===== src/hw/ssje_map.svh =====
`ifndef SSJE_MAP_SVH
`define SSJE_MAP_SVH
// Opcodes and masks
`define SSJE_OP_PULL      8'h70
`define SSJE_MASK_PULL    8'hFE
`define SSJE_OP_SWAPD     8'hC2
`define SSJE_MASK_SWAPD   8'hFE
`define SSJE_OP_SWAPI     8'hC4
`define SSJE_MASK_SWAPI   8'hFC
`define SSJE_OP_NEAR      8'h28
`define SSJE_MASK_NEAR    8'hE8
`define SSJE_OP_FAR       8'h21
`define SSJE_OP_SHORT     8'h01
`define SSJE_OP_LONG      8'h11
// Field positions
`define SSJE_D8_BIT       0
`define SSJE_A11_BIT      4
// Program counter steps
`define SSJE_PC_STEP1     16'h0001
`define SSJE_PC_STEP2     16'h0002
`define SSJE_PC_STEP3     16'h0003
// Reset values
`define SSJE_PC_RESET     16'h0000
`define SSJE_SP_RESET     8'h00
// Cycle counts
`define SSJE_CYC_ONE      3'h1
`define SSJE_CYC_TWO      3'h2
`define SSJE_CYC_FOUR     3'h4
`endif


===== src/hw/ssje_pkg.sv =====
package ssje_pkg;
  typedef enum logic [3:0] {
    SSJE_NONE  = 4'b0000,
    SSJE_PULL  = 4'b0001,
    SSJE_SWAPD = 4'b0010,
    SSJE_SWAPI = 4'b0011,
    SSJE_NEAR  = 4'b0100,
    SSJE_FAR   = 4'b0101,
    SSJE_SHORT = 4'b0110,
    SSJE_LONG  = 4'b0111
  } ssje_op_e;
endpackage : ssje_pkg


===== src/hw/ssje_decode.sv =====
`include "ssje_map.svh"
module ssje_decode
  import ssje_pkg::*;
(
  // Opcode in
  input  wire logic [7:0] opcode,
  // Decoded class
  output ssje_op_e        op_class,
  output logic [2:0]      op_cycles,
  output logic [1:0]      op_bytes
);

  // Pattern match; unknown opcodes give none
  always_comb begin
    op_class  = SSJE_NONE;
    op_cycles = `SSJE_CYC_ONE;
    op_bytes  = 2'h1;
    if ((opcode & `SSJE_MASK_PULL) == `SSJE_OP_PULL) begin
      op_class  = SSJE_PULL;
      op_cycles = `SSJE_CYC_TWO;
      op_bytes  = 2'h2;
    end else if ((opcode & `SSJE_MASK_SWAPD) == `SSJE_OP_SWAPD) begin
      op_class = SSJE_SWAPD;
      op_bytes = 2'h2;
    end else if ((opcode & `SSJE_MASK_SWAPI) == `SSJE_OP_SWAPI) begin
      op_class = SSJE_SWAPI;
    end else if ((opcode & `SSJE_MASK_NEAR) == `SSJE_OP_NEAR) begin
      op_class  = SSJE_NEAR;
      op_cycles = `SSJE_CYC_TWO;
      op_bytes  = 2'h2;
    end else if (opcode == `SSJE_OP_FAR) begin
      op_class  = SSJE_FAR;
      op_cycles = `SSJE_CYC_TWO;
      op_bytes  = 2'h3;
    end else if (opcode == `SSJE_OP_SHORT) begin
      op_class  = SSJE_SHORT;
      op_cycles = `SSJE_CYC_TWO;
      op_bytes  = 2'h2;
    end else if (opcode == `SSJE_OP_LONG) begin
      op_class  = SSJE_LONG;
      op_cycles = `SSJE_CYC_FOUR;
      op_bytes  = 2'h3;
    end
  end

endmodule : ssje_decode


===== src/hw/ssje_exec.sv =====
`include "ssje_map.svh"
module ssje_exec
  import ssje_pkg::*;
(
  // Clock and reset
  input  wire logic        clk,
  input  wire logic        reset,
  // Instruction bytes, presented with start
  input  wire logic        start,
  input  wire logic [7:0]  instr_b0,
  input  wire logic [7:0]  instr_b1,
  input  wire logic [7:0]  instr_b2,
  // Work register and indirect pointer contents
  input  wire logic [7:0]  work_reg_in,
  input  wire logic [8:0]  indirect_ptr_val,
  // Data read return
  input  wire logic [7:0]  data_rd,
  // Data memory access
  output logic [8:0]       data_addr,
  output logic             data_bank0,
  output logic             data_rd_en,
  output logic             data_wr_en,
  output logic [7:0]       data_wr,
  // Work register update
  output logic             work_reg_we,
  output logic [7:0]       work_reg_out,
  // Indirect pointer select for the core
  output logic [1:0]       indirect_pointer_select,
  // Architectural state
  output logic [15:0]      program_counter,
  output logic [7:0]       stack_ptr,
  // Status
  output logic             busy,
  output logic             done,
  output logic             irq_window,
  output logic             flags_we,
  output logic             illegal_op
);

  // ************************************************
  // Decode
  // ************************************************
  ssje_op_e   dec_class;
  logic [2:0] dec_cycles;
  logic [1:0] dec_bytes;

  ssje_decode u_decode (
    .opcode    (instr_b0),
    .op_class  (dec_class),
    .op_cycles (dec_cycles),
    .op_bytes  (dec_bytes)
  );

  // ************************************************
  // State
  // ************************************************
  ssje_op_e    op_ff,       nxt_op;
  logic [2:0]  cyc_ff,      nxt_cyc;
  logic [2:0]  last_ff,     nxt_last;
  logic [7:0]  b0_ff,       nxt_b0;
  logic [7:0]  b1_ff,       nxt_b1;
  logic [7:0]  b2_ff,       nxt_b2;
  logic [15:0] pc_ff,       nxt_pc;
  logic [7:0]  sp_ff,       nxt_sp;
  logic [8:0]  addr_ff,     nxt_addr;
  logic        bank0_ff,    nxt_bank0;
  logic        rd_ff,       nxt_rd;
  logic        wr_ff,       nxt_wr;
  logic [7:0]  wdat_ff,     nxt_wdat;
  logic        wwe_ff,      nxt_wwe;
  logic [7:0]  wdout_ff,    nxt_wdout;
  logic [1:0]  psel_ff,     nxt_psel;
  logic        done_ff,     nxt_done;
  logic        irq_ff,      nxt_irq;
  logic        ill_ff,      nxt_ill;

  // Targets computed from captured bytes
  logic [15:0] pc_plus2;
  logic [15:0] pc_plus3;
  logic [15:0] near_target;
  logic [15:0] far_target;
  logic [15:0] short_displacement;
  logic [15:0] long_displacement;
  logic [8:0]  direct_operand;

  // Address arithmetic, counter targets kept at 16 bits so wrap is natural; direct operand is 9 bits
  always_comb begin
    pc_plus2           = pc_ff + `SSJE_PC_STEP2;
    pc_plus3           = pc_ff + `SSJE_PC_STEP3;
    // keep upper bits of advanced counter
    near_target        = {pc_plus2[15:12], b0_ff[`SSJE_A11_BIT], b0_ff[2:0], b1_ff};
    far_target         = {b1_ff, b2_ff};
    short_displacement = {{8{b1_ff[7]}}, b1_ff};
    long_displacement  = {b2_ff, b1_ff};
    direct_operand     = {b0_ff[`SSJE_D8_BIT], b1_ff};
  end

  // ************************************************
  // Sequencer next state
  // ************************************************
  always_comb begin
    nxt_op    = op_ff;
    nxt_cyc   = cyc_ff;
    nxt_last  = last_ff;
    nxt_b0    = b0_ff;
    nxt_b1    = b1_ff;
    nxt_b2    = b2_ff;
    nxt_pc    = pc_ff;
    nxt_sp    = sp_ff;
    nxt_addr  = addr_ff;
    nxt_bank0 = 1'b0;
    nxt_rd    = 1'b0;
    nxt_wr    = 1'b0;
    nxt_wdat  = wdat_ff;
    nxt_wwe   = 1'b0;
    nxt_wdout = wdout_ff;
    nxt_psel  = psel_ff;
    nxt_done  = 1'b0;
    nxt_irq   = 1'b0;
    nxt_ill   = 1'b0;
    if (op_ff == SSJE_NONE) begin
      // Idle: capture a new instruction; ignored while busy
      if (start) begin
        nxt_b0   = instr_b0;
        nxt_b1   = instr_b1;
        nxt_b2   = instr_b2;
        nxt_op   = dec_class;
        // Swaps need a read edge and a write edge, so never fewer than two;
        // the read data only returns one cycle after its strobe
        nxt_last = (dec_cycles < `SSJE_CYC_TWO) ? `SSJE_CYC_TWO : dec_cycles;
        nxt_cyc  = `SSJE_CYC_ONE;
        nxt_psel = instr_b0[1:0];
        nxt_ill  = (dec_class == SSJE_NONE);
        case (dec_class)
          // stack read forced to bank 0
          SSJE_PULL: begin
            nxt_addr  = {1'b0, sp_ff};
            nxt_bank0 = 1'b1;
            nxt_rd    = 1'b1;
          end
          SSJE_SWAPD: begin
            nxt_addr = {instr_b0[`SSJE_D8_BIT], instr_b1};
            nxt_rd   = 1'b1;
          end
          SSJE_SWAPI: begin
            nxt_addr = indirect_ptr_val;
            nxt_rd   = 1'b1;
          end
          default: begin
            nxt_addr = addr_ff;
          end
        endcase
      end
    end else begin
      nxt_cyc = cyc_ff + `SSJE_CYC_ONE;
      // Nothing lands before the last cycle: the read strobed at take time
      // returns one cycle late, and a counter or pointer stepped early would
      // be stepped a second time on the next pass through here
      if (cyc_ff == last_ff) begin
        nxt_op   = SSJE_NONE;
        nxt_done = 1'b1;
        // interrupt window on the last cycle of every instruction (fourth for long branch)
        nxt_irq  = 1'b1;
        case (op_ff)
          // write stack byte to operand, then decrement
          SSJE_PULL: begin
            nxt_addr = direct_operand;
            nxt_wr   = 1'b1;
            nxt_wdat = data_rd;
            nxt_sp   = sp_ff - 8'h01;
            nxt_pc   = pc_plus2;
          end
          // exchange with direct byte
          // Old byte to the work register, old work value back to memory
          SSJE_SWAPD: begin
            nxt_wr    = 1'b1;
            nxt_wdat  = work_reg_in;
            nxt_wwe   = 1'b1;
            nxt_wdout = data_rd;
            nxt_pc    = pc_plus2;
          end
          // exchange with pointed byte
          // Same exchange; address was latched from the pointer at take
          SSJE_SWAPI: begin
            nxt_wr    = 1'b1;
            nxt_wdat  = work_reg_in;
            nxt_wwe   = 1'b1;
            nxt_wdout = data_rd;
            nxt_pc    = pc_ff + `SSJE_PC_STEP1;
          end
          // upper bits kept from advanced counter
          SSJE_NEAR: begin
            nxt_pc = near_target;
          end
          SSJE_FAR: begin
            nxt_pc = far_target;
          end
          // signed short displacement
          // Sign extension lets the hop run backwards
          SSJE_SHORT: begin
            nxt_pc = pc_plus2 + short_displacement;
          end
          // plus three, minus one, plus displacement
          // Carry out of bit 15 is dropped: the counter wraps
          SSJE_LONG: begin
            nxt_pc = pc_plus3 - `SSJE_PC_STEP1 + long_displacement;
          end
          default: begin
            nxt_pc = pc_ff;
          end
        endcase
      end
    end
  end

  // Register the sequencer
  always_ff @(posedge clk) begin
    if (reset) begin
      op_ff    <= SSJE_NONE;
      cyc_ff   <= 3'h0;
      last_ff  <= 3'h0;
      b0_ff    <= 8'h00;
      b1_ff    <= 8'h00;
      b2_ff    <= 8'h00;
      pc_ff    <= `SSJE_PC_RESET;
      sp_ff    <= `SSJE_SP_RESET;
      addr_ff  <= 9'h000;
      bank0_ff <= 1'b0;
      rd_ff    <= 1'b0;
      wr_ff    <= 1'b0;
      wdat_ff  <= 8'h00;
      wwe_ff   <= 1'b0;
      wdout_ff <= 8'h00;
      psel_ff  <= 2'h0;
      done_ff  <= 1'b0;
      irq_ff   <= 1'b0;
      ill_ff   <= 1'b0;
    end else begin
      op_ff    <= nxt_op;
      cyc_ff   <= nxt_cyc;
      last_ff  <= nxt_last;
      b0_ff    <= nxt_b0;
      b1_ff    <= nxt_b1;
      b2_ff    <= nxt_b2;
      pc_ff    <= nxt_pc;
      sp_ff    <= nxt_sp;
      addr_ff  <= nxt_addr;
      bank0_ff <= nxt_bank0;
      rd_ff    <= nxt_rd;
      wr_ff    <= nxt_wr;
      wdat_ff  <= nxt_wdat;
      wwe_ff   <= nxt_wwe;
      wdout_ff <= nxt_wdout;
      psel_ff  <= nxt_psel;
      done_ff  <= nxt_done;
      irq_ff   <= nxt_irq;
      ill_ff   <= nxt_ill;
    end
  end

  // ************************************************
  // Outputs
  // ************************************************
  // flags never written by this block
  assign flags_we                = 1'b0;
  assign data_addr               = addr_ff;
  assign data_bank0              = bank0_ff;
  assign data_rd_en              = rd_ff;
  assign data_wr_en              = wr_ff;
  assign data_wr                 = wdat_ff;
  assign work_reg_we             = wwe_ff;
  assign work_reg_out            = wdout_ff;
  assign indirect_pointer_select = psel_ff;
  assign program_counter         = pc_ff;
  assign stack_ptr               = sp_ff;
  assign busy                    = (op_ff != SSJE_NONE);
  assign done                    = done_ff;
  assign irq_window              = irq_ff;
  assign illegal_op              = ill_ff;

endmodule : ssje_exec


===== config.mk =====
export PLATFORM = sky130hd
export DESIGN_NAME = ssje_exec
export DESIGN_NICKNAME = d
export VERILOG_FILES = /design/src/hw/ssje_pkg.sv /design/src/hw/ssje_decode.sv /design/src/hw/ssje_exec.sv
export VERILOG_INCLUDE_DIRS = /design/src /design/src/hw
export SDC_FILE = /design/constraint.sdc
export NUM_CORES = 1
export LEC_CHECK = 0
export BUFFER_PORTS_ARGS = -buffer_cell sky130_fd_sc_hd__buf_2
export CORE_AREA = 3 3 107 109
export DETAILED_ROUTE_END_ITERATION = 7
export DIE_AREA = 0 0 110 112
export PLACE_DENSITY = 0.92
export REMOVE_ABC_BUFFERS = 1
export SLEW_MARGIN = 20
export SYNTH_ARGS = -nofsm -noshare
export SYNTH_HDL_FRONTEND = slang
export SYNTH_HIERARCHICAL = 1
export SYNTH_SLANG_ARGS = --single-unit
export TNS_END_PERCENT = 50

===== constraint.sdc =====
create_clock -name clk -period 4.4 [get_ports clk]
set_input_delay 0.88 -clock clk [delete_from_list [all_inputs] [get_ports clk]]
set_output_delay 0.88 -clock clk [all_outputs]
set_load 0.01 [all_outputs]

**After elaboration in Yosys (flattened, before gate mapping)**

Index checks and enable logic that the tools add are counted.

- $add $sub $neg: 8
- Multiply operators: 0
- Div/mod/pow operators: 0
- $lt $le $gt $ge: 1
- Equality and inequality tests: 20
- Shift-type cells: 0
- Mux-type cells: 32
- Bitwise gates (word level): 3
- Reduce and logical (&&, ||, !) cells: 21

Operator list:

| operator | count |
|---|---|
| 16-bit one-hot mux with 6 select lines | 1 |
| 4-bit 2-to-1 mux | 9 |
| 9-bit 2-to-1 mux | 4 |
| 3-bit 2-to-1 mux | 11 |
| 16-bit adder | 2 |
| 16-bit by 2-bit adder with 16-bit output, second input constant | 2 |
| 9-bit one-hot mux with 3 select lines | 1 |
| 4-bit by 2-bit equality test with 1-bit output, second input constant | 5 |
| 16-bit by 1-bit adder with 16-bit output, second input constant | 1 |
| 4-bit by 3-bit equality test with 1-bit output, second input constant | 4 |
| 8-bit one-hot mux with 2 select lines | 1 |
| 16-bit by 1-bit subtractor with 16-bit output, second input constant | 1 |
| 3-bit AND reduction | 4 |
| 3-bit OR reduction | 4 |
| 4-bit by 1-bit equality test with 1-bit output, second input constant | 2 |
| 8-bit by 1-bit equality test with 1-bit output, second input constant | 1 |
| 8-bit by 5-bit equality test with 1-bit output, second input constant | 1 |
| 8-bit by 6-bit equality test with 1-bit output, second input constant | 1 |
| 4-bit zero test | 2 |
| 8-bit by 1-bit subtractor with 8-bit output, second input constant | 1 |
| 7-bit by 6-bit equality test with 1-bit output, second input constant | 1 |
| 7-bit equality test, second input constant | 1 |
| 6-bit equality test, second input constant | 1 |
| 2-bit nonzero test | 3 |
| 12 further kinds | 21 |

- Bits in registers: 88
- Bits in latches: 0
- Bits in writable memories: 0
- ROM bits: 0
- Input bits: 52
- Output and inout port bits: 60
- Memories: 0

**Longest topological paths before layout**

Gate-level depths: netlist of the first run.

- Depth after elaboration: 12
- Gate-level depth with buffers: 13
- Depth with buffers taken out: 13

**Hierarchy**

The synthesis of the first run kept the hierarchy.

Modules (own cells, without submodules):

| module | instances | cells an instance | area each (sq um) | sequential area each (sq um) |
|---|---|---|---|---|
| ssje_exec | 1 | 812 | 6297.3 | 1701.6 |
| ssje_decode | 1 | 26 | 205.2 | 0.0 |

**Worst setup path after synthesis of the first run**

No wires, ideal clock.

- Kind: input port to flip-flop
- Start: input port instr_b0[7]
- End: register addr_ff[7] (netlist: data_addr[7])
- Arrival: 2836 ps
- Data required time: 4314 ps
- Path slack: 1479 ps
- Stages: 10
- Path through: nor4b_4 nand2_2 o221ai_1 nor2_1 nor3_1 a31oi_1 nor4_2 buf_2 nor2_1 a211oi_1

- Cells in the longest elaborated chain, start to end: 12

Ends and longest elaborated chain:

| element | line | source |
|---|---|---|
| from (decl) | ssje_exec.sv:10 | `input wire logic [7:0] instr_b0,` |
| 8-bit by 5-bit equality test with 1-bit output (no source line) | -- |  |
| 3-bit 2-to-1 mux | ssje_decode.sv:39 | `` end else if (opcode == `SSJE_OP_LONG) begin `` |
| 4-bit 2-to-1 mux | ssje_decode.sv:35 | `` end else if (opcode == `SSJE_OP_SHORT) begin `` |
| 4-bit 2-to-1 mux | ssje_decode.sv:31 | `` end else if (opcode == `SSJE_OP_FAR) begin `` |
| 4-bit 2-to-1 mux | ssje_decode.sv:27 | `` end else if ((opcode & `SSJE_MASK_NEAR) == `SSJE_OP_NEAR) begin `` |
| 4-bit 2-to-1 mux | ssje_decode.sv:25 | `` end else if ((opcode & `SSJE_MASK_SWAPI) == `SSJE_OP_SWAPI) begin `` |
| 4-bit 2-to-1 mux | ssje_decode.sv:22 | `` end else if ((opcode & `SSJE_MASK_SWAPD) == `SSJE_OP_SWAPD) begin `` |
| 4-bit 2-to-1 mux * | ssje_decode.sv:18 | `` if ((opcode & `SSJE_MASK_PULL) == `SSJE_OP_PULL) begin `` |
| named net dec_class[0] | ssje_exec.sv:43 | `ssje_op_e dec_class;` |
| 4-bit by 2-bit equality test with 1-bit output / 4-bit by 1-bit equality test with 1-bit output (equally long branches) | ssje_exec.sv:134 | `case (dec_class)` |
| 9-bit one-hot mux with 3 select lines | ssje_exec.sv:134 |  |
| 9-bit 2-to-1 mux | ssje_exec.sv:123 | `if (start) begin` |
| 9-bit 2-to-1 mux | ssje_exec.sv:121 | `if (op_ff == SSJE_NONE) begin` |
| to (signal assigned) | ssje_exec.sv:247 | `addr_ff <= nxt_addr;` |
| to (decl) | ssje_exec.sv:65 | `logic [8:0] addr_ff, nxt_addr;` |

The timed path passes the listed nets; every way through them passes the cells marked *. The select of a mux whose other input is x is not followed.
A chain may end at the register's enable or synchronous reset.

**Worst setup path in the final report of the first run**

- Start: register pc_ff[2] (netlist: program_counter[2])
- End: register pc_ff[15] (netlist: program_counter[15])

- Cells in the longest elaborated chain, start to end: 4

Ends and longest elaborated chain:

| element | line | source |
|---|---|---|
| from (decl) | ssje_exec.sv:63 | `logic [15:0] pc_ff, nxt_pc;` |
| from (signal assigned) | ssje_exec.sv:225 | `` pc_ff <= `SSJE_PC_RESET; `` |
| from (signal assigned) | ssje_exec.sv:245 | `pc_ff <= nxt_pc;` |
| 16-bit by 2-bit adder with 16-bit output (no source line) | -- |  |
| 16-bit by 1-bit subtractor with 16-bit output (no source line) | -- |  |
| 16-bit adder | ssje_exec.sv:206 | `` nxt_pc = pc_plus3 - `SSJE_PC_STEP1 + long_displacement; `` |
| 16-bit one-hot mux with 6 select lines * | ssje_exec.sv:164 | `case (op_ff)` |

Every way passes the cells marked *; elsewhere a longest branch is shown, timed or not.

==> results.txt, run 1 <==
* PostCTS Resize Cnt: 0
- Slew at the pin with the worst max-slew slack: 1.09 ns
- Drt pass-1 iters: 7
- TritonCTS clock tree: done
- The finished cells cover 7200 sq um.
* Power Dens Cells: 238 nW/um^2
- Drt first-iter violations: 742
- Overall die area: 12300 sq um
- Post-layout power: 1.71 mW
- Fmax: 0.293 GHz
- In this run the tool buffered the top-level ports with 110 buffer cells.
* Worst path required time: 4.69 ns
- Maximum fanout along the worst path: 10
- Yosys warns: 6
- Number of hold violations in the final report: 0
- In the final layout, the share of cells above drive strength 1 is 16.4%.
* Clock Path Buffers: 2
- Relative to the synthesized area, the layout overhead comes to 11.4%.
- Vert. Die Dim: 112 microns
- Insertion delay to the later sink of the worst-skew pair: 0.36 ns
- In this run the clock root is driven by a sky130_fd_sc_hd__clkbuf_8.
- In this run the static leakage power is 2.98 nW.
- The worst path meets setup with 0.983 ns of slack.
- Once placement finished, the instance area stood at 6980 sq um.
- Finish-stage setup viols: 0
- Summed over all layers, the global routing overflow is 0.
- Post-Synthesis Cells: 834
- Subtracting the final worst setup slack from the clock period gives 3.42 ns.
- Global-route wire length before repair: 31000 microns
* Post-route clock period utilization: 77.7%
* Die outline width: 110 microns
* Setup Buffers After CTS: 0
* Vias in the first global route: 6319
* Dpl ws: 1.07 ns
- Final-report max-slew violation count: 0
- Count of standard-cell rows: 38
* Classification of the worst-slack hold path: register to register
- Leaving out fill and tap cells, the most frequent cells in the layout are sky130_fd_sc_hd__buf_2, sky130_fd_sc_hd__nor2_1, sky130_fd_sc_hd__dfxtp_1.
- Area used by multi-input combinational logic: 4420 sq um
- Summing all flip-flop and latch instances after layout gives 1700 sq um.
- Total CTS buffers: 9
* Fillers: 861
- Final cell count without fillers: 1047
* Weighted congestion reported at the end of routability-driven placement: 1.02
- Leaving out fill and tap cells, the most frequent cell in the layout is sky130_fd_sc_hd__buf_2.
- Setup repair after global routing left no endpoint under its margin.
* Maximum number of pins on one net before global-route repair: 57
- Counting tap cells, the placed design contains a total of 1032 instances.
- Standard cell core area: 10700 sq um
- Clock tree synthesis found a total of 85 sinks.
- Routed WL: 19000 microns
- Detailed placement ended at an HPWL of 14100 microns.
- After the last flow step, the layout net total stands at 1006.
- Dividing the synthesized area by the synthesized cell count gives 7.75 sq um.
- The cell area that synthesis handed to floorplanning was 6460 sq um.
* Wire length per cell after detailed routing: 18.2 microns
* Diodes inserted: 0
- Final Skew: 0.0152 ns
- After clock tree synthesis, the flow added hold-fix buffers numbering 0.
- Headroom to the max-slew limit came out at 27.3%.
* Antenna violations before repair: 0
* Worst reg-to-reg path cell count: 10
- The H-tree generated during clock tree synthesis spans 3 levels.
- After routing, the total negative slack on setup checks comes to 0 ns.
- The count of nets left with antenna violations once routing finished came out at 0.
- Along the worst hold path, the cell count comes to 2.
- After detailed routing, the number of remaining DRC violations is 0.
- Average vias per placed instance: 6.35
- 112 I/O pins were placed.
* Maximum resistive drop on vdd: 0.211 mV
- Starting utilization of the core area: 60.4%
- Via count: 6645
- Data on the critical path arrives at its endpoint at 3.70 ns.
- The flow ran to the end, and the final reports show no timing, DRC or antenna violations.
- STA classifies the critical path endpoint as a register.
- STA classifies the critical path startpoint as a register.
- GR Util All Layers: 31.3%
* Clock-pin slew on the worst setup and hold paths: 0.10 ns
- Crit Path Category: register to register
- Across the run, the number of max-cap violations was 0.
power by group:
group	internal [mW]	switching [mW]	leakage [nW]
Sequential	0.790	0.0360	0.689
Combinational	0.101	0.152	2.18
Clock	0.323	0.310	0.107
Total	1.21	0.498	2.98
final timing paths:
kind / from / to / slack, ns
min reg2reg: b0_ff[4] / b0_ff[4] / 0.47
max: program_counter[2] / program_counter[15] / 0.98
max reg2reg: program_counter[2] / program_counter[15] / 0.98
min: b0_ff[4] / b0_ff[4] / 0.47
worst max-delay path, stage by stage, from the launching register on:
cell and delay, ns:
sky130_fd_sc_hd__dfxtp_1 0.59, sky130_fd_sc_hd__ha_1 0.35, sky130_fd_sc_hd__nand3_1 0.12, sky130_fd_sc_hd__xnor2_1 0.17, sky130_fd_sc_hd__ha_1 0.23, sky130_fd_sc_hd__a2111o_1 0.42, sky130_fd_sc_hd__o2111ai_1 0.31, sky130_fd_sc_hd__a21boi_1 0.17
sky130_fd_sc_hd__a311oi_2 0.39, sky130_fd_sc_hd__mux2_2 0.38, sky130_fd_sc_hd__a31oi_1 0.20
cell type report:
class | instances | area share, %
clock buffers | 9 | 1.72
clock inverters | 6 | 1.30
inverters | 21 | 1.09
multi-input cells | 668 | 61.3
flip-flops and latches | 85 | 23.6
well taps | 140 | 2.43
repair buffers | 118 | 8.48
metrics by stage:
step,utilization (%),hold slack (ns)
global route,67.3,0.487
floorplan,-,0.430
CTS,67.3,0.478
global placement,65.3,0.442
finish,67.3,0.470
detailed placement,65.3,0.464
sequential cells by signal, summed over array words and instances, names as in the netlist, 4 cells and up:
name / flops
op_ff: 4
data_addr: 9
data_wr: 8
program_counter: 16
work_reg_out: 8
b1_ff: 8
stack_ptr: 8
b2_ff: 8
b0_ff: 4
routing by layer:
metal / vias to the layer above / global-route usage (%) / share of wire, %
li1: 3144 / - / -
met1: 3022 / 41.4 / 40
met2: 388 / 48.1 / 45
met3: 91 / 6.55 / 10
met4: 0 / 14.9 / 4.5
met5: - / 0 / 0
Note: power is estimated with default switching activity, not from simulation.
==> inputs of run 2 (changes only) <==
--- a/config.mk
+++ b/config.mk
@@ -7,10 +7,10 @@
 export NUM_CORES = 1
 export LEC_CHECK = 0
 export BUFFER_PORTS_ARGS = -buffer_cell sky130_fd_sc_hd__buf_2
-export CORE_AREA = 3 3 107 109
+export CORE_AREA = 3 3 110 112
 export DETAILED_ROUTE_END_ITERATION = 7
-export DIE_AREA = 0 0 110 112
-export PLACE_DENSITY = 0.92
+export DIE_AREA = 0 0 113 115
+export PLACE_DENSITY = 0.88
 export REMOVE_ABC_BUFFERS = 1
 export SLEW_MARGIN = 20
 export SYNTH_ARGS = -nofsm -noshare
==> constraint.sdc (replaced) <==
create_clock -name clk -period 3.2 [get_ports clk]
set_input_delay 0.64 -clock clk [delete_from_list [all_inputs] [get_ports clk]]
set_output_delay 0.64 -clock clk [all_outputs]
set_load 0.01 [all_outputs]
==> results.txt, run 2 (synthesis results as in run 1) <==
- Timing would allow up to 0.328 GHz.
* TritonCTS clock tree: done
- In the finished design, the share of the clock period the worst path needs comes to 95.3%.
- Layout net count: 1043
* Global-route wire length before repair: 31800 microns
- The clock reaches the later pin of the worst-skew pair after 0.35 ns.
- Placement Cell Area: 7280 sq um
* Die outline width: 113 microns
- Slew at the pin with the worst max-slew slack: 0.714 ns
- Total power for the finished layout comes to 2.58 mW.
* Maximum fanout along the worst path: 5
* Wire length per cell after detailed routing: 18.3 microns
* Maximum number of pins on one net before global-route repair: 55
- Number of flip-flops under the largest register name: 16
- Vert. Die Dim: 115 microns
* RSZ-0062 raised after global routing: no
- Root Buffer Master: sky130_fd_sc_hd__clkbuf_16
- In the routed layout, each cell is associated on average with a via count of 6.24.
- Final design utilization: 67.0%
* Share of cells above drive strength 1: 20.1%
* Final worst path period need: 3.05 ns
- After routing the design area is 7590 sq um.
- Setup Buffers After CTS: 0
- Worst path required time: 3.47 ns
- In this run the standard cell core region covers 11300 sq um.
- Summed over all cells, the static leakage comes to 3.22 nW.
* Final setup slack of the worst path: 0.149 ns
* Sinks on Clock Net: 85
- Routed WL: 19900 microns
- The clock tree synthesis step divided the H-tree into 3 levels.
- The floorplan step defined a die boundary enclosing 13000 sq um.
* Most used cell, CP: sky130_fd_sc_hd__nor2_1
- GR Util All Layers: 30.4%
- Diodes inserted: 0
- I/O Pins: 112
- The first detailed-routing pass took 8 iterations.
- Critical path endpoint category: register
- The library cell used most frequently in the layout, excluding fill and tap cells, is sky130_fd_sc_hd__buf_2.
- Slowest cell on the critical path: sky130_fd_sc_hd__a311oi_2
* Power Dens Cells: 340 nW/um^2
- Worst path cell trace: and3_1 > nand3_1 > nor2_1 > xor2_1 > ha_1 > o21ai_1 > nor2_1 > o21a_1 > a311oi_2 > mux2_2 > a31oi_1
- Crit Path Category: register to register
* Clock-pin slew on the worst setup and hold paths: 0.07 ns
- Delay of the slowest cell on the worst path: 0.41 ns
* Classification of the worst-slack hold path: register to register
* Maximum resistive drop on vdd: 0.266 mV
* Total of buffers placed on input and output ports: 110
* Via count: 6791
* Arrival time of data at the critical path endpoint: 3.32 ns
- Overflow left after global routing: 0
* Area growth syn-to-layout: 17.4%
- Result of the run: finished, violations left
- The max-slew violation count came to 0.
* Count of standard-cell rows: 39
- For this run, design rule violations remaining after detail routing come to 2.
- Violations in the final reports: DRC
- Starting utilization of the core area: 57.1%
- Finish-stage setup viols: 0
* Dpl ws: 0.0829 ns
- Weighted congestion reported at the end of routability-driven placement: 0.978
* Total CTS buffers: 9
* Most used cells in the layout excluding fill and tap cells: sky130_fd_sc_hd__buf_2, sky130_fd_sc_hd__nor2_1, sky130_fd_sc_hd__dfxtp_1
* Number of antenna-violating nets in the routed design: 0
- The number of global-route vias before repair was 6325.
* Antenna violations before repair: 0
* Estimated wirelength of the detail-placed design: 15000 microns
- Final hold analysis gives a worst-case slack of 0.462 ns.
- The final hold violation count came to 0.
- Clock Path Buffers: 2
- Startpoint type of the worst setup path: register
- Final Skew: 0.0105 ns
- After the first detailed-routing iteration, the DRC count stood at 742.
- Across the run, the number of max-cap violations was 0.
* Slew margin rel.: 52.4%
[run 2: power by group]
part | internal (mW) | leakage, nW | total, mW | switching [mW]
Clock | 0.614 | 0.145 | 1.08 | 0.462
Combinational | 0.153 | 2.38 | 0.383 | 0.231
Sequential | 1.09 | 0.691 | 1.12 | 0.0340
[run 2: through the flow]
step | cells | setup TNS, ns
2_1_floorplan | 774 | -1.87
3_3_place_gp | 1072 | 0
3_5_place_dp | 1072 | 0
4_1_cts | 1088 | 0
5_1_grt | 1088 | 0
6_report | 1088 | 0
[run 2: cell type report]
cell class / instances / area [sq um]
clock buffers: 10 / 229
repair buffers: 155 / 901
multi-input cells: 668 / 4420
flip-flops and latches: 85 / 1710
inverters: 21 / 78.8
fillers: 962 / 3730
clock inverters: 6 / 71.3
well taps: 143 / 179
[run 2: worst max-delay path: cells and delay by family (launching register included)]
| family | cells | cell delay (ns) |
|---|---|---|
| mux | 1 | 0.38 |
| simple gates | 4 | 0.65 |
| xor+xnor | 1 | 0.27 |
| fa+ha+maj | 1 | 0.35 |
| flops | 1 | 0.40 |
| compound gates | 4 | 0.93 |
[run 2: path summary, 6_finish.rpt]
| path | from | endpoint | slack, ns | depth (start not counted) |
|---|---|---|---|---|
| setup reg to reg | program_counter[3] | program_counter[15] | 0.15 | 11 |
| hold reg to reg | b0_ff[4] | b0_ff[4] | 0.46 | 2 |
| setup / recovery | program_counter[3] | program_counter[15] | 0.15 | 11 |
| hold / removal | b0_ff[4] | b0_ff[4] | 0.46 | 2 |
[run 2: repair_timing]
action,4_1_cts,5_1_grt
endpoints found under the setup margin,0,5
resized for setup,0,4
hold buffers,0,0
[run 2: per-layer routing]
metal / global-route usage, % / part of all wire [%] / vias up
met4: 13.6 / 4.1 / 0
met5: 0 / 0 / -
met1: 39.0 / 39 / 3114
met3: 7.63 / 11 / 71
li1: - / - / 3229
met2: 48.4 / 46 / 377
